**src/hw/tcp_pkg.sv**
```systemverilog
// Shared constants and helpers of the transmit cell interrupt status tree.
package tcp_pkg;
  // ------------------------------------------------------------------
  // Device register map
  // ------------------------------------------------------------------
  localparam int TCP_CH = 4;
  localparam int TCP_CAUSE_W = 6;
  localparam logic [15:0] TCP_BLK_STAT_HI = 16'h0012;
  localparam logic [15:0] TCP_BLK_STAT_LO = 16'h0013;
  localparam logic [15:0] TCP_BLK_EN_LO = 16'h0017;
  localparam logic [15:0] TCP_CH_IND = 16'h0122;
  localparam logic [11:0] TCP_CAUSE_LOW = 12'hf0b;
  localparam logic [11:0] TCP_EN_LOW = 12'hf0f;
  localparam logic [3:0] TCP_CH_NIB0 = 4'h1;
  // ------------------------------------------------------------------
  // Field positions and reset values
  // ------------------------------------------------------------------
  localparam int TCP_BLK_BIT = 3;
  localparam int TCP_IND_BIT0 = 2;
  localparam int TCP_EXT = 5;
  localparam int TCP_INS = 4;
  localparam int TCP_EXT_OVF = 3;
  localparam int TCP_INS_OVF = 2;
  localparam int TCP_HEC = 1;
  localparam int TCP_PAR = 0;
  localparam logic [7:0] TCP_BLK_EN_MASK = 8'hf9;
  localparam logic [7:0] TCP_BLK_EN_RST = 8'h00;
  localparam logic [5:0] TCP_SRC_EN_RST = 6'h00;
  // ------------------------------------------------------------------
  // Host register map on AHB-Lite
  // ------------------------------------------------------------------
  localparam logic [7:0] TCP_H_CTRL = 8'h00;
  localparam logic [7:0] TCP_H_STAT = 8'h04;
  localparam logic [7:0] TCP_H_IRQ_STAT = 8'h08;
  localparam logic [7:0] TCP_H_IRQ_MASK = 8'h0c;
  localparam logic [7:0] TCP_H_ACC_ADDR = 8'h10;
  localparam logic [7:0] TCP_H_ACC_DATA = 8'h14;
  localparam logic [7:0] TCP_H_CAUSE_LOG = 8'h18;
  localparam logic [7:0] TCP_H_BLK_LOG = 8'h1c;
  localparam int TCP_C_AUTO = 0;
  localparam int TCP_C_GO_WR = 1;
  localparam int TCP_C_GO_RD = 2;
  localparam int TCP_E_DONE = 0;
  localparam int TCP_E_EXT = 1;
  localparam int TCP_E_ACC = 2;
  localparam int TCP_EV_W = 3;

  // Returns {hit, channel} for a per-channel register with the given low offset.
  function automatic logic [2:0] tcp_chan_hit(input logic [15:0] a, input logic [11:0] low);
    logic [3:0] idx;
    idx = a[15:12] - TCP_CH_NIB0;
    tcp_chan_hit = {(a[11:0] == low) && (idx < 4'(TCP_CH)), idx[1:0]};
  endfunction

  // Builds the address of a per-channel register.
  function automatic logic [15:0] tcp_chan_addr(input logic [1:0] ch, input logic [11:0] low);
    tcp_chan_addr = {TCP_CH_NIB0 + {2'b00, ch}, low};
  endfunction
endpackage

```
**src/hw/tcp_if.sv**
```systemverilog
// Byte-wide register port joining the device end and the host end.
`timescale 1ns/10ps
interface tcp_if;
  logic cs;
  logic we;
  logic [15:0] addr;
  logic [7:0] wdata;
  logic [7:0] rdata;
  logic ack;
  logic irq;
  modport dev
  (
    input cs,
    input we,
    input addr,
    input wdata,
    output rdata,
    output ack,
    output irq
  );
  modport host
  (
    output cs,
    output we,
    output addr,
    output wdata,
    input rdata,
    input ack,
    input irq
  );
endinterface

```
**src/hw/tcp_host.sv**
```systemverilog
// Host end: walks the interrupt tree and gives software an AHB-Lite view.
//
// Implementation choice: register access over AHB-Lite.
`timescale 1ns/10ps
module tcp_host
(
  // Clock and reset.
  input wire logic hclk,
  input wire logic hresetn,
  // AHB-Lite slave.
  input wire logic hsel,
  input wire logic [31:0] haddr,
  input wire logic [1:0] htrans,
  input wire logic hwrite,
  input wire logic [2:0] hsize,
  input wire logic [31:0] hwdata,
  input wire logic hready,
  output logic [31:0] hrdata,
  output logic hreadyout,
  output logic hresp,
  // Interrupt to software.
  output logic irq,
  // Register port toward the device.
  tcp_if.host bus
);
  import tcp_pkg::*;

  typedef enum {H_IDLE, H_HI, H_LO, H_IND, H_CAUSE, H_ACC, H_DONE} tcp_state_e;

  typedef struct packed {
    tcp_state_e state;
    logic [TCP_CH-1:0] left;
    logic [1:0] ch;
    logic auto_en;
    logic [TCP_EV_W-1:0] irq_stat;
    logic [TCP_EV_W-1:0] irq_mask;
    logic [15:0] acc_addr;
    logic [7:0] acc_wdata;
    logic [7:0] acc_rdata;
    logic [TCP_CH-1:0][7:0] cause_log;
    logic [23:0] blk_log;
    logic ap_valid;
    logic ap_write;
    logic [7:0] ap_addr;
    logic [31:0] hrdata;
    logic hreadyout;
    logic irq;
    logic cs;
    logic we;
    logic [15:0] addr;
    logic [7:0] wdata;
  } tcp_host_s;

  tcp_host_s st;
  tcp_host_s next_st;
  logic [TCP_EV_W-1:0] ev;
  logic [TCP_EV_W-1:0] clr;
  logic go_wr;
  logic go_rd;
  logic [TCP_CH-1:0] rest;

  function automatic logic [1:0] tcp_lowest(input logic [TCP_CH-1:0] m);
    tcp_lowest = 2'd0;
    for (int i = TCP_CH - 1; i >= 0; i--)
    begin
      if (m[i])
      begin
        tcp_lowest = 2'(i);
      end
    end
  endfunction

  function automatic tcp_host_s tcp_issue(input tcp_host_s s, input logic w,
                                          input logic [15:0] a, input logic [7:0] d);
    tcp_issue = s;
    tcp_issue.cs = 1'b1;
    tcp_issue.we = w;
    tcp_issue.addr = a;
    tcp_issue.wdata = d;
  endfunction

  always_comb
  begin
    next_st = st;
    ev = '0;
    clr = '0;
    go_wr = 1'b0;
    go_rd = 1'b0;
    rest = st.left;
    // ----------------------------------------------------------------
    // AHB-Lite slave: one wait state, then the data phase completes
    // ----------------------------------------------------------------
    if (st.ap_valid)
    begin
      next_st.ap_valid = 1'b0;
      next_st.hreadyout = 1'b1;
      if (st.ap_write)
      begin
        case (st.ap_addr)
          TCP_H_CTRL:
          begin
            next_st.auto_en = hwdata[TCP_C_AUTO];
            go_wr = hwdata[TCP_C_GO_WR];
            go_rd = hwdata[TCP_C_GO_RD];
          end
          TCP_H_IRQ_STAT: clr = hwdata[TCP_EV_W-1:0];
          TCP_H_IRQ_MASK: next_st.irq_mask = hwdata[TCP_EV_W-1:0];
          TCP_H_ACC_ADDR: next_st.acc_addr = hwdata[15:0];
          TCP_H_ACC_DATA: next_st.acc_wdata = hwdata[7:0];
          default: next_st.hrdata = st.hrdata;
        endcase
      end
      else
      begin
        case (st.ap_addr)
          TCP_H_CTRL: next_st.hrdata = {31'h0, st.auto_en};
          TCP_H_STAT: next_st.hrdata = {30'h0, st.state != H_IDLE, bus.irq};
          TCP_H_IRQ_STAT: next_st.hrdata = {29'h0, st.irq_stat};
          TCP_H_IRQ_MASK: next_st.hrdata = {29'h0, st.irq_mask};
          TCP_H_ACC_ADDR: next_st.hrdata = {16'h0, st.acc_addr};
          TCP_H_ACC_DATA: next_st.hrdata = {24'h0, st.acc_rdata};
          TCP_H_CAUSE_LOG: next_st.hrdata = st.cause_log;
          TCP_H_BLK_LOG: next_st.hrdata = {8'h0, st.blk_log};
          default: next_st.hrdata = 32'h0;
        endcase
      end
    end
    else if (hsel && htrans[1] && hready)
    begin
      next_st.ap_valid = 1'b1;
      next_st.ap_write = hwrite;
      next_st.ap_addr = {haddr[7:2], 2'b00};
      next_st.hreadyout = 1'b0;
    end
    // ----------------------------------------------------------------
    // Service walk over the device
    // ----------------------------------------------------------------
    case (st.state)
      H_IDLE:
      begin
        if (st.auto_en && bus.irq)
        begin
          next_st = tcp_issue(next_st, 1'b0, TCP_BLK_STAT_HI, 8'h00);
          next_st.state = H_HI;
        end
        else if (go_wr || go_rd)
        begin
          next_st = tcp_issue(next_st, go_wr, st.acc_addr, st.acc_wdata);
          next_st.state = H_ACC;
        end
      end
      H_HI:
      begin
        if (bus.ack)
        begin
          next_st.blk_log[23:16] = bus.rdata;
          next_st = tcp_issue(next_st, 1'b0, TCP_BLK_STAT_LO, 8'h00);
          next_st.state = H_LO;
        end
      end
      H_LO:
      begin
        if (bus.ack)
        begin
          next_st.blk_log[15:8] = bus.rdata;
          if (bus.rdata[TCP_BLK_BIT])
          begin
            next_st = tcp_issue(next_st, 1'b0, TCP_CH_IND, 8'h00);
            next_st.state = H_IND;
          end
          else
          begin
            next_st.cs = 1'b0;
            next_st.state = H_DONE;
            ev[TCP_E_DONE] = 1'b1;
          end
        end
      end
      H_IND:
      begin
        if (bus.ack)
        begin
          next_st.blk_log[7:0] = bus.rdata;
          rest = bus.rdata[TCP_IND_BIT0 +: TCP_CH];
          next_st.left = rest;
          next_st.ch = tcp_lowest(rest);
          if (|rest)
          begin
            next_st = tcp_issue(next_st, 1'b0, tcp_chan_addr(tcp_lowest(rest), TCP_CAUSE_LOW),
                                8'h00);
            next_st.state = H_CAUSE;
          end
          else
          begin
            next_st.cs = 1'b0;
            next_st.state = H_DONE;
            ev[TCP_E_DONE] = 1'b1;
          end
        end
      end
      H_CAUSE:
      begin
        if (bus.ack)
        begin
          next_st.cause_log[st.ch] = bus.rdata;
          // Software is told to drain the extraction buffer.
          ev[TCP_E_EXT] = bus.rdata[TCP_EXT];
          rest[st.ch] = 1'b0;
          next_st.left = rest;
          next_st.ch = tcp_lowest(rest);
          if (|rest)
          begin
            next_st = tcp_issue(next_st, 1'b0, tcp_chan_addr(tcp_lowest(rest), TCP_CAUSE_LOW),
                                8'h00);
          end
          else
          begin
            next_st.cs = 1'b0;
            next_st.state = H_DONE;
            ev[TCP_E_DONE] = 1'b1;
          end
        end
      end
      H_ACC:
      begin
        if (bus.ack)
        begin
          if (!st.we)
          begin
            next_st.acc_rdata = bus.rdata;
          end
          next_st.cs = 1'b0;
          next_st.state = H_IDLE;
          ev[TCP_E_ACC] = 1'b1;
        end
      end
      H_DONE: next_st.state = H_IDLE;
      default: next_st.state = H_IDLE;
    endcase
    next_st.irq_stat = (st.irq_stat & ~clr) | ev;
    next_st.irq = |(next_st.irq_stat & next_st.irq_mask);
  end

  always_ff @(posedge hclk or negedge hresetn)
  begin
    if (!hresetn)
    begin
      st <= '0;
      st.state <= H_IDLE;
      st.hreadyout <= 1'b1;
    end
    else
    begin
      st <= next_st;
    end
  end

  assign hrdata = st.hrdata;
  assign hreadyout = st.hreadyout;
  assign hresp = 1'b0;
  assign irq = st.irq;
  assign bus.cs = st.cs;
  assign bus.we = st.we;
  assign bus.addr = st.addr;
  assign bus.wdata = st.wdata;
endmodule // tcp_host

```
**src/flat_wrapper.sv**
```systemverilog
// flat-port wrapper written by rule: the top's interface ports become plain ports
module tcp_host_flat import tcp_pkg::*;
  (hclk, hresetn, hsel, haddr, htrans, hwrite, hsize, hwdata, hready, hrdata, hreadyout, hresp, irq, bus_cs, bus_we, bus_addr, bus_wdata, bus_rdata, bus_ack, bus_irq);
  tcp_if bus_i ();
  input wire logic hclk;
  input wire logic hresetn;
  input wire logic hsel;
  input wire logic [31:0] haddr;
  input wire logic [1:0] htrans;
  input wire logic hwrite;
  input wire logic [2:0] hsize;
  input wire logic [31:0] hwdata;
  input wire logic hready;
  output logic [31:0] hrdata;
  output logic hreadyout;
  output logic hresp;
  output logic irq;
  output wire logic [$bits(bus_i.cs)-1:0] bus_cs;
  output wire logic [$bits(bus_i.we)-1:0] bus_we;
  output wire logic [$bits(bus_i.addr)-1:0] bus_addr;
  output wire logic [$bits(bus_i.wdata)-1:0] bus_wdata;
  input wire logic [$bits(bus_i.rdata)-1:0] bus_rdata;
  input wire logic [$bits(bus_i.ack)-1:0] bus_ack;
  input wire logic [$bits(bus_i.irq)-1:0] bus_irq;
  assign bus_cs = bus_i.cs;
  assign bus_we = bus_i.we;
  assign bus_addr = bus_i.addr;
  assign bus_wdata = bus_i.wdata;
  assign bus_i.rdata = bus_rdata;
  assign bus_i.ack = bus_ack;
  assign bus_i.irq = bus_irq;
  tcp_host u_core (.hclk(hclk), .hresetn(hresetn), .hsel(hsel), .haddr(haddr), .htrans(htrans), .hwrite(hwrite), .hsize(hsize), .hwdata(hwdata), .hready(hready), .hrdata(hrdata), .hreadyout(hreadyout), .hresp(hresp), .irq(irq), .bus(bus_i));
endmodule
```
**config.mk**
```make
export PLATFORM = sky130hd
export DESIGN_NAME = tcp_host_flat
export DESIGN_NICKNAME = d
export VERILOG_FILES = /design/src/hw/tcp_pkg.sv /design/src/hw/tcp_if.sv /design/src/hw/tcp_host.sv /design/src/flat_wrapper.sv
export SDC_FILE = /design/constraint.sdc
export NUM_CORES = 1
export LEC_CHECK = 0
export ABC_AREA = 1
export BUFFER_PORTS_ARGS = -buffer_cell sky130_fd_sc_hd__buf_2
export CAP_MARGIN = 25
export CORE_UTILIZATION = 40
export DETAILED_ROUTE_END_ITERATION = 8
export PLACE_DENSITY_LB_ADDON = 0.2
export SLEW_MARGIN = 10
export SYNTH_ARGS = -nofsm -noshare
export SYNTH_HDL_FRONTEND = slang
export SYNTH_SLANG_ARGS = --single-unit
```
**constraint.sdc**
```tcl
create_clock -name hclk -period 2.45 [get_ports hclk]
set_input_delay 0.245 -clock hclk [delete_from_list [all_inputs] [get_ports hclk]]
set_output_delay 0.245 -clock hclk [all_outputs]
set_load 0.01 [all_outputs]
```
=== After elaboration in Yosys (flattened, before gate mapping) ===
Cells that the tools add are included.

* Bits in registers: 203
* Input bits: 84
* Output and inout bits: 61
* Logic and storage cells: 166

* $add $sub $neg: 2
* Magnitude comparators: 2
* Eq/ne operators: 22
* Mux-type cells: 79
* Bitwise logic cells: 12
* Reductions and logical operators: 23

{| class="wikitable"
|+ Operators with widths
! cell !! number
|-
| 2-to-1 mux 203 bit || 6
|-
| one-hot mux 100 bit (5 select lines) || 1
|-
| one-hot mux 32 bit (8 select lines) || 1
|-
| one-hot mux 32 bit (6 select lines) || 1
|-
| one-hot mux 37 bit (5 select lines) || 1
|-
| 2-to-1 mux 32 bit || 4
|-
| one-hot mux 25 bit (5 select lines) || 1
|-
| 2-to-1 mux 25 bit || 3
|-
| equality test 32 x 2 -> 1 bit (second input constant) || 2
|-
| equality test 32 x 3 -> 1 bit (second input constant) || 2
|-
| 2-to-1 mux 27 bit || 2
|-
| one-hot mux 8 bit (6 select lines) || 1
|-
| bitwise mux 32 bit || 1
|-
| equality test 32 x 1 -> 1 bit (second input constant) || 1
|-
| equality test 8 x 5 -> 1 bit (second input constant) || 4
|-
| zero test 32 bit || 1
|-
| 2-to-1 mux 2 bit || 16
|-
| 2-to-1 mux 8 bit || 4
|-
| nonzero test 32 bit || 1
|-
| AND reduction 6 bit || 5
|-
| 2-to-1 mux 1 bit || 25
|-
| demux 8 bit (select 2 bit) || 1
|-
| equality test 8 x 4 -> 1 bit (second input constant) || 2
|-
| 2-to-1 mux 16 bit || 1
|-
| 30 further kinds || 53
|}

=== Logic depth before layout (Yosys ltp) ===
Gate-level depths: netlist of the first run.

* Depth in word-level cells: 19
* Mapped depth: 12
* Mapped depth without buffers: 12

=== Worst setup path after synthesis of the first run ===
No wires, ideal clock.

* Path kind: register -> register
* Start point: register u_core.st[172] (netlist bit)
* End point: register u_core.st (netlist bit u_core.bus.addr[13])
* Library setup time: 116 ps
* Data arrival time: 1641 ps
* Data required time: 2334 ps
* Path slack: 692 ps
* Cell stages (with the launch flop): 13
* Path buffers: 2
* Clock period less this slack: 1758 ps
* Cells stage by stage: dfrtp_1 > buf_6 > inv_2 > nand3_4 > inv_2 > buf_4 > nand2_1 > o22ai_1 > ha_1 > nand2_1 > o21ai_0 > nand2_1 > nand2_1

* Cells in the longest elaborated chain, start to end: 3
* Elaborated cells on any way between the ends: 16
* Classes of those cells: eq/ne: 12; mux: 1; reduce/logical: 3

{| class="wikitable"
|+ Ends and longest elaborated chain
! what !! RTL line !! source
|-
| start: declaration || tcp_host.sv:54 || <nowiki>tcp_host_s st;</nowiki>
|-
| start signal: assignment || tcp_host.sv:254 || <nowiki>st <= next_st;</nowiki>
|-
| equality test 32 x 1 -> 1 bit (tied with other cells) || tcp_host.sv:138 || <nowiki>case (st.state)</nowiki>
|-
| nonzero test 5 bit (no source line) (tied with other cells) || - ||
|-
| AND reduction 9 bit (no source line) || - ||
|}

Parallel ways exist; a longest one is shown, timed or not.
A chain may end at the register's enable or synchronous reset.

=== Worst setup path in the final report of the first run ===
Same ends and word-level chain as after synthesis.

==> results.txt, run 1 <==
initial antenna violation count = 0
cell family with most CP delay = flip-flops
IO Count = 145
Tcrit/Tclk final = 0.830
top-area cell type share of the netlist area = 0.511
Final Hold Vio Count = 0
Initial Util = 0.411
worst-skew pair later-pin latency = 0.43 ns
total negative slack = 0 ns
Crit path arrival time = 2.35 ns
area share of fa/ha/maj cells after synthesis = 0.00597
Mapped Area = 8380 µm²
Min-Delay Startpoint = hwrite
routed metal-1 wire length = 9700 µm
clock power share = 0.280
post-synthesis simple-gate area fraction = 0.268
Worst path slowest cell = dfrtp_1
Max Cap Viol = 0
synth unique cells = 33
drt total wl = 20600 µm
xor/xnor share of the synthesized area = 0
critical path cell sequence = inv_2, nand3_4, inv_2, nand2_1, o22ai_1, ha_1, nand2_1, o21ai_0, nand2_1, nand2_1
WL/cell = 15.1 µm
core area = 20400 µm²
layout cells sized above 1 = 0.173
first-pass GRT wire length = 33900 µm
largest net degree at the start of global routing = 55
Tot Pwr = 10.4 mW
Seq cells post-synth = 172
post-detailed-route count of antenna-violating nets = 0
Worst Path Max Fanout = 13
Flop pwr share = 0.410
Die ar. = 21500 µm²
Buf+Inv Stages, Crit Path = 2
ys flop type = dfrtp_1
Ant. Diodes = 0
worst min-delay path category = primary input to register
hold_buf cts = 1
sw power = 3.84 mW
uppermost layer routed = met4
number of synthesized flops with an enable pin = 0
Vert. Die Dim = 147 µm
max-slew violations = 0
DRC = 0
dpl cells = 1334
drt pass-1 iters = 5
LEAKAGE = 5.03 nW
Setup CP Type = register to register
vias per cell = 4.84
HPWL Detailed = 14600 µm
worst-case clock buffer depth = 2
mux cell area share after synthesis = 0
outcome = completed
Fmax achieved = 0.492 GHz
worst endpoint required time = 2.77 ns
Area contributors post-synth = dfrtp_1, nand2_1, buf_4
Worst Max-Slew Pin Slew = 0.742 ns
Setup violations, final = 0
CTS H-tree lvls = 4
area leader, netlist = dfrtp_1
Post-CTS Setup Bufs = 0
Compound-Gate Fraction of Synth Area = 0.0937
total CTS buffers = 17
Setup crit start = u_core.st[172]
combinational power share = 0.310
final core utilization = 0.458
Layout area overhead = 11.3%
fillcell total = 2074
Syn Area/Cell = 8.01 µm²
met3 WL = 806 µm
Max VDD drop = 568 µV
Final nets = 1172
vias in the first global route = 6491
unrepaired setup endpoints after global routing = no
Tmin final = 2.03 ns
clock-pin slew on the worst setup and hold paths = 0.07 ns
grt total ovfl = 0
Post-Synthesis Cells = 1046
crit-path most repeated cell = nand2_1
Die Span X = 147 µm
CTS sink cnt = 172
sw frac = 0.368
Internal = 6.59 mW
initial drt markers = 421
Core Rows = 52
max_slew headroom = 0.505
worst r2r src = u_core.st[172]
crit end category = register
syn nets = 1134
post-synthesis sequential area ratio = 0.514
CTS tree = done
r2r setup slk = 0.42 ns
fin cells = 1366
all-layer global routing usage = 0.203
Critical Path Source Type = register
WL met2 = 9720 µm
power per cell area = 1120 nW/µm²
Async SR Flop Fraction = 1.00
IO Port Bufs = 97
Max stage delay on crit path = 0.51 ns
vias after detailed routing = 6607
Clock Skew = 0.0104 ns
Routability Congestion = 0.874
main combinational cell family by area after synthesis = simple AND/OR/NAND/NOR gates
Root Driver = clkbuf_16
synth warn = 0
Post-CTS Resized = 0
==> metrics by stage <==
stage	hold WS [ns]	area, µm²	worst slack (ns)
detailed placement	0.256	8690	0.424
floorplan	-0.0506	8380	0.692
CTS	0.00341	9330	0.419
finish	0.0100	9330	0.417
global placement	0.259	8690	0.463
global route	0.0196	9330	0.217
==> flip-flops by register name, summed over array words and instances, names as in the netlist <==
signal,flops
u_core.bus.addr,16
u_core.bus.cs,1
u_core.bus.wdata,8
u_core.bus.we,1
u_core.hrdata,32
u_core.hreadyout,1
u_core.irq,1
u_core.st,112
==> area by class of cell <==
type,count,area (µm²),area share
Timing Repair Buffer,110,629,0.0675
Sequential cell,172,4310,0.462
Clock buffer,18,439,0.0471
Clock inverter,13,189,0.0203
Tap cell,270,338,0.0362
Inverter,90,340,0.0365
Multi-Input combinational cell,693,3080,0.331
==> worst min-delay path: stages <==
cell and delay [ns]:
buf_2 0.07, nand2_1 0.04, nand2_1 0.05
==> Yosys cell counts, types with 6 or more instances <==
cell type and number:
o21ai_2 8, nand2_2 11, nand3_1 25, nor2_4 9
inv_1 78, o21ai_1 16, buf_6 8, inv_2 10
nand4_1 11, buf_4 61, nor2_1 70, clkbuf_1 9
o211ai_1 6, a21oi_1 20, dfrtp_1 171, o21ai_0 90
buf_2 13, nand2_1 404
==> path summary, 6_finish.rpt <==
check                      cells after the start             endpoint
max reg2reg                                   10  u_core.bus.addr[13]
min reg2reg                                    2  u_core.bus.wdata[7]
max in group asynchronous                      3     u_core.hreadyout
min                                            3        u_core.st[68]
min in group asynchronous                      2    u_core.hrdata[22]
max                                           10  u_core.bus.addr[13]
==> layer usage <==
layer	up-vias	global-route usage
met5	-	0
met4	0	0.0641
met1	3150	0.275
met3	22	0.0339
li1	3290	-
met2	145	0.331
==> cells by family (layout without fill, tap and decap cells) <==
kind of cell / count (synthesis) / in the layout
buffers and inverters: 181 / 231
and+or+nand+nor: 543 / 543
adders and majority gates: 4 / 4
other: 1 / 1
DFF: 172 / 172
AOI/OAI and AO/OA: 145 / 145
==> power groups by stage <==
stage / logic (mW) / registers [mW] / clock network [mW]
finish: 3.23 / 4.28 / 2.92
global route: 3.74 / 4.38 / 3.09
floorplan: 2.81 / 4.16 / 0
CTS: 3.28 / 4.27 / 2.98
detailed placement: 3.25 / 4.31 / 0
global placement: 3.20 / 4.29 / 0
==> layout by cell type, fill, tap and decap left out, types with 2 or more instances in the layout <==
cell and count:
nand2_2 11, nand3_1 25, o21ai_0 90, inv_2 10, nor2_1 70, inv_1 78, ha_1 4, o31ai_1 2
nor3_1 3, dfrtp_1 171, o21ai_2 8, o21ai_1 16, nand2_4 2, nand2_1 404, clkinv_4 2, buf_4 9
inv_6 2, clkbuf_16 17, nor2_2 4, bufinv_16 4, buf_12 3, a21oi_2 2, o211ai_1 6, clkinv_2 3
nand4_1 11, nor2_4 9, buf_2 96, a21oi_1 20
(Power assumes the default switching activity.)
==> inputs of run 2 (changes only) <==
--- a/config.mk
+++ b/config.mk
@@ -5,7 +5,7 @@
 export SDC_FILE = /design/constraint.sdc
 export NUM_CORES = 1
 export LEC_CHECK = 0
-export ABC_AREA = 1
+export ABC_AREA = 0
 export BUFFER_PORTS_ARGS = -buffer_cell sky130_fd_sc_hd__buf_2
 export CAP_MARGIN = 25
 export CORE_UTILIZATION = 40
==> constraint.sdc (replaced) <==
create_clock -name hclk -period 2.1 [get_ports hclk]
set_input_delay 0.21 -clock hclk [delete_from_list [all_inputs] [get_ports hclk]]
set_output_delay 0.21 -clock hclk [all_outputs]
set_load 0.01 [all_outputs]
==> results.txt, run 2 <==
combinational power share = 0.366 (+0.056)
Setup violations, final = 0 (unchanged)
commonest non-fill, non-tap cell in the layout = dfrtp_1
Flop pwr share = 0.378 (-0.032)
Mapped Area = 8170 µm² (-2.4%)
initial antenna violation count = 0 (unchanged)
CTS H-tree lvls = 4 (unchanged)
Max VDD drop = 582 µV (+2.5%)
most frequent cells in the layout = dfrtp_1, mux2_2, buf_2
worst-skew pair later-pin latency = 0.42 ns (about the same)
syn nets = 792 (-30%)
top-area cell type share of the netlist area = 0.524 (+0.0128)
post-detailed-route count of antenna-violating nets = 0 (unchanged)
WL/cell = 18.2 µm (+21%)
Seq cells post-synth = 172 (unchanged)
Final Hold Vio Count = 0 (unchanged)
mux cell area share after synthesis = 0.200 (+0.200)
Crit path arrival time = 2.38 ns (+0.03 ns)
LEAKAGE = 4.81 nW (-4.4%)
Initial Util = 0.414 (+0.00309)
clock-pin slew on the worst setup and hold paths = 0.06 ns (about the same)
Routability Congestion = 0.810 (-7.3%)
most frequent cells after synthesis = dfrtp_1, mux2_2, nand2_1
drt pass-1 iters = 6 (+1)
Vert. Die Dim = 145 µm (-1.2%)
worst r2r dst = u_core.bus.addr[13]
Most flops, register = u_core.st
Syn Area/Cell = 11.6 µm² (+45%)
worst-case clock buffer depth = 2 (unchanged)
max reg flops = 112 (unchanged)
synth unique cells = 63 (+91%)
Worst Reg2Reg Path Length in Cells = 7 (-3)
vias after detailed routing = 5622 (-15%)
count leader, synth = dfrtp_1
dpl ws = -0.125 ns (-0.549 ns)
Area contributors post-synth = dfrtp_1, mux2_2, buf_4
Root Driver = clkbuf_16
post-synthesis sequential area ratio = 0.527 (+0.0129)
hold worst-path end = u_core.st[157]
max-slew violations = 0 (unchanged)
sw power = 4.04 mW (+5.1%)
Tcrit/Tclk final = 0.989 (+0.159)
Min-Delay Startpoint = hwdata[15]
power per cell area = 1290 nW/µm² (+16%)
worst r2r src = u_core.st[170]
outcome = completed
Fmax achieved = 0.482 GHz (-2.1%)
vias in the first global route = 5867 (-9.6%)
Max Cap Viol = 0 (unchanged)
worst min-delay path category = primary input to register
Die Span X = 145 µm (-1.2%)
fin area = 9820 µm² (+5.3%)
IO Port Bufs = 97 (unchanged)
Clock Skew = 0.0108 ns (+0.000408 ns)
final worst slack = 0.0232 ns (-0.394 ns)
Core Rows = 51 (-1.9%)
Ant. Diodes = 0 (unchanged)
Final nets = 900 (-23%)
all-layer global routing usage = 0.196 (-0.00653)
total CTS buffers = 17 (unchanged)
drt total wl = 19800 µm (-3.5%)
ys flop type = dfrtp_1
worst endpoint required time = 2.40 ns (-0.37 ns)
Post-Synthesis Cells = 704 (-33%)
core area = 19700 µm² (-3.2%)
crit end category = register
Layout area overhead = 20.1%
layout cells sized above 1 = 0.389 (+0.216)
area share of fa/ha/maj cells after synthesis = 0.00612 (+0.000150)
vias per cell = 5.16 (+6.6%)
CTS tree = done
Async SR Flop Fraction = 1.00 (unchanged)
Critical Path Source Type = register
xor/xnor share of the synthesized area = 0 (unchanged)
area post-placement = 9050 µm² (+4.1%)
Setup CP Type = register to register
main combinational cell family by area after synthesis = multiplexers
Tmin final = 2.08 ns (+0.0437 ns)
Compound-Gate Fraction of Synth Area = 0.0830 (-0.0107)
synth warn = 0 (unchanged)
clock power share = 0.256 (-0.024)
sw frac = 0.318 (-0.0499)
post-synthesis simple-gate area fraction = 0.103 (-0.165)
Worst Path Max Fanout = 7 (-6)
largest net degree at the start of global routing = 59 (+7.3%)
number of synthesized flops with an enable pin = 0 (unchanged)
Die ar. = 21000 µm² (-2.4%)
r2r setup slk = 0.02 ns (-0.39 ns)
DRC = 0 (unchanged)
grt total ovfl = 0 (unchanged)
first-pass GRT wire length = 31800 µm (-6.0%)
IO Count = 145 (unchanged)
initial drt markers = 259 (-38%)
area leader, netlist = dfrtp_1
unrepaired setup endpoints after global routing = yes
HPWL Detailed = 14500 µm (-0.78%)
CTS sink cnt = 172 (unchanged)
Internal = 8.65 mW (+31%)
Hold Path Stages = 2 (-1)
## run 2: cell types whose count changed after synthesis, sizes merged, moves of 16 or more
cell and change:
nor2 -55, o21ai -84, nand3 -22, mux2 +96, nand2 -321, inv -64
a22o +16, mux2i +37
## run 2: area by class of cell
cell class	count	area, µm²
clock inverters	10	138
clock buffers	22	474
flip-flops and latches	172	4310
well taps	265	332
multi-input cells	419	3230
fillers	1747	9900
inverters	26	97.6
repair buffers	176	1230
## run 2: metrics by stage
step / cells / utilization / hold slack, ns / power (mW) / setup TNS (ns)
floorplan: 704 / - / -0.0856 / 7.84 / 0
global placement: 1046 / 0.459 / 0.162 / 9.15 / -1.17
detailed placement: 1046 / 0.459 / 0.165 / 9.29 / -2.56
CTS: 1087 / 0.495 / 0.0119 / 12.7 / -0.00230
global route: 1090 / 0.498 / 0.0178 / 13.4 / -0.394
finish: 1090 / 0.498 / 0.0252 / 12.7 / 0
## run 2: repair_timing
item / 4_1_cts / 5_1_grt
buffers inserted: 1 / 3
pin swaps: 4 / 2
resized for setup: 6 / 3
endpoints found under the hold margin: 47 / 0
hold buffers: 8 / 0
endpoints found under the setup margin: 48 / 22
## run 2: worst max path at each step
stage                     cells past startpoint      startpoint                   to  slack, ns
after global placement                        6  u_core.st[172]       u_core.st[112]      -0.09
after CTS                                     7  u_core.st[172]  u_core.bus.addr[13]     -0.001
after detailed placement                      6  u_core.st[172]       u_core.st[117]      -0.13
after global routing                          7  u_core.st[172]  u_core.bus.addr[13]      -0.05
final                                         7  u_core.st[170]  u_core.bus.addr[13]       0.02
after floorplan                               7  u_core.st[172]  u_core.bus.addr[12]       0.02
## run 2: per-layer routing
metal | part of all wire | vias up | track usage
met4 | 0.013 | 0 | 0.0628
met2 | 0.50 | 134 | 0.329
met5 | 0 | - | 0
met3 | 0.040 | 18 | 0.0302
li1 | - | 2602 | -
met1 | 0.44 | 2868 | 0.260
## run 2: power by group through the flow
| stage | Clock [mW] | Sequential, mW | Combinational (mW) |
|---|---|---|---|
| final | 3.25 | 4.80 | 4.64 |
| after detailed placement | 0 | 4.85 | 4.44 |
| after global placement | 0 | 4.79 | 4.35 |
| after global routing | 3.43 | 4.91 | 5.06 |
| after CTS | 3.32 | 4.79 | 4.54 |
| after floorplan | 0 | 4.68 | 3.16 |
## run 2: worst max-delay path, cell delays in order, from the launching register on
cell     delay, ns
dfrtp_1       0.45
nor2b_1       0.22
nor2_1        0.06
o311a_1       0.34
nor2_1        0.18
ha_1          0.25
a22o_1        0.20
mux2_2        0.26
## run 2: cells by family (layout without fill, tap and decap cells)
kind of cell	Yosys count	after routing
adder cells (fa/ha/maj)	4	4
multiplexers	141	141
AND/OR/NAND/NOR	172	172
flip-flops	172	172
AO/OA/AOI/OAI	101	101
other	1	1
buffers and inverters	113	234
==> inputs of run 3 (changes only) <==
--- a/config.mk
+++ b/config.mk
@@ -10,7 +10,7 @@
 export CAP_MARGIN = 25
 export CORE_UTILIZATION = 40
 export DETAILED_ROUTE_END_ITERATION = 8
-export PLACE_DENSITY_LB_ADDON = 0.2
+export PLACE_DENSITY_LB_ADDON = 0.15
 export SLEW_MARGIN = 10
 export SYNTH_ARGS = -nofsm -noshare
 export SYNTH_HDL_FRONTEND = slang
==> results.txt, run 3 (synthesized netlist as in run 2, its figures left out) <==
Tmin final = 2.07 ns (-0.00277 ns)
Initial Util = 0.414 (unchanged)
Die Span X = 145 µm (unchanged)
HPWL Detailed = 14700 µm (+1.3%)
crit end category = register
LEAKAGE = 4.88 nW (+1.5%)
dpl ws = -0.0424 ns (+0.0827 ns)
Root Driver = clkbuf_16
Final Hold Vio Count = 0 (unchanged)
WL/cell = 18.5 µm (+1.9%)
grt total ovfl = 0 (unchanged)
Max VDD drop = 694 µV (+19%)
power per cell area = 1320 nW/µm² (+2.3%)
max-slew violations = 0 (unchanged)
worst-case clock buffer depth = 2 (unchanged)
drt pass-1 iters = 5 (-1)
layout cells sized above 1 = 0.398 (+0.00921)
total CTS buffers = 17 (unchanged)
vias in the first global route = 5805 (-1.1%)
CTS tree = done
Tcrit/Tclk final = 0.988 (-0.00132)
Routability Congestion = 0.827 (+2.2%)
Setup crit start = u_core.st[172]
Ant. Diodes = 0 (unchanged)
final worst slack = 0.0259 ns (+0.00277 ns)
Vert. Die Dim = 145 µm (unchanged)
IO Port Bufs = 97 (unchanged)
Layout area overhead = 21.6%
Core Rows = 51 (unchanged)
initial drt markers = 317 (+22%)
worst-skew pair later-pin latency = 0.43 ns (about the same)
worst endpoint required time = 2.41 ns (about the same)
commonest non-fill, non-tap cell in the layout = dfrtp_1
Crit path arrival time = 2.38 ns (about the same)
worst hold slack = 0.0173 ns (-0.00796 ns)
worst min-delay path category = primary input to register
most frequent cells in the layout = dfrtp_1, buf_2, nand2_1
CTS sink cnt = 172 (unchanged)
clock-pin slew on the worst setup and hold paths = 0.07 ns (about the same)
largest net degree at the start of global routing = 57 (-3.4%)
vias per cell = 5.12 (-0.68%)
Most flops, register = u_core.st
Final nets = 901 (+0.11%)
drt total wl = 20200 µm (+2.0%)
Hold Path Stages = 2 (unchanged)
Max Cap Viol = 0 (unchanged)
Min-Delay Startpoint = hwdata[12]
Clock Skew = 0.00837 ns (-0.00247 ns)
unrepaired setup endpoints after global routing = yes
Critical Path Source Type = register
Worst Path Max Fanout = 8 (+1)
Worst Reg2Reg Path Length in Cells = 6 (-1)
Setup violations, final = 0 (unchanged)
vias after detailed routing = 5589 (-0.59%)
worst r2r src = u_core.st[172]
DRC = 0 (unchanged)
max reg flops = 112 (unchanged)
post-detailed-route count of antenna-violating nets = 0 (unchanged)
Die ar. = 21000 µm² (unchanged)
Fmax achieved = 0.482 GHz (+0.13%)
Tot Pwr = 13.1 mW (+3.5%)
core area = 19700 µm² (unchanged)
Setup CP Type = register to register
initial antenna violation count = 0 (unchanged)
first-pass GRT wire length = 32100 µm (+0.85%)
all-layer global routing usage = 0.198 (+0.00203)
IO Count = 145 (unchanged)
CTS H-tree lvls = 4 (unchanged)
outcome = completed
-- run 3: repair_timing --
| item | in CTS | in global routing |
|---|---|---|
| cloned | 0 | 2 |
| resized for setup | 3 | 27 |
| hold endpoints to repair | 178 | 0 |
| pin swaps | 0 | 9 |
| setup endpoints to repair | 10 | 37 |
| hold buffers | 8 | 0 |
| buffers inserted | 0 | 5 |
-- run 3: layer usage --
layer | global-route usage | up-vias | routed length, µm
met4 | 0.0596 | 0 | 278
met1 | 0.267 | 2843 | 9480
li1 | - | 2613 | -
met3 | 0.0311 | 24 | 618
met2 | 0.328 | 109 | 9860
met5 | 0 | - | 0
-- run 3: critical path, cell delays in order (launching register included) --
cell     delay [ns]
dfrtp_2        0.45
nor3b_4        0.34
nand2_2        0.09
or2_4          0.29
nor3b_4        0.26
buf_12         0.17
mux2_2         0.34
-- run 3: stage by stage --
step	cells	utilization	TNS [ns]	instance area, µm²
6_report	1091	0.504	0	9940
5_1_grt	1091	0.504	-0.553	9940
4_1_cts	1084	0.494	0	9740
3_5_place_dp	1044	0.458	-0.254	9030
3_3_place_gp	1044	0.458	-0.343	9030
2_1_floorplan	704	-	0	8170
-- run 3: path summary, 6_finish.rpt --
check	endpoint	slack [ns]
hold reg to reg	u_core.hrdata[8]	0.47
setup / recovery	u_core.st[111]	0.03
min in group asynchronous	u_core.bus.wdata[7]	0.19
setup reg to reg	u_core.st[111]	0.03
hold / removal	u_core.st[154]	0.02
max in group asynchronous	u_core.st[172]	1.27
-- run 3: area by class of cell --
| type | count | area [µm²] |
|---|---|---|
| Clock buffer | 19 | 453 |
| Clock inverter | 13 | 155 |
| Fill cell | 1781 | 9780 |
| Inverter | 26 | 97.6 |
| Multi-Input combinational cell | 419 | 3310 |
| Sequential cell | 172 | 4310 |
| Tap cell | 265 | 332 |
| Timing Repair Buffer | 177 | 1280 |
-- run 3: where the power goes --
part	internal (mW)	switching, mW
clock	1.85	1.40
combinational	2.73	2.35
sequential	4.24	0.561
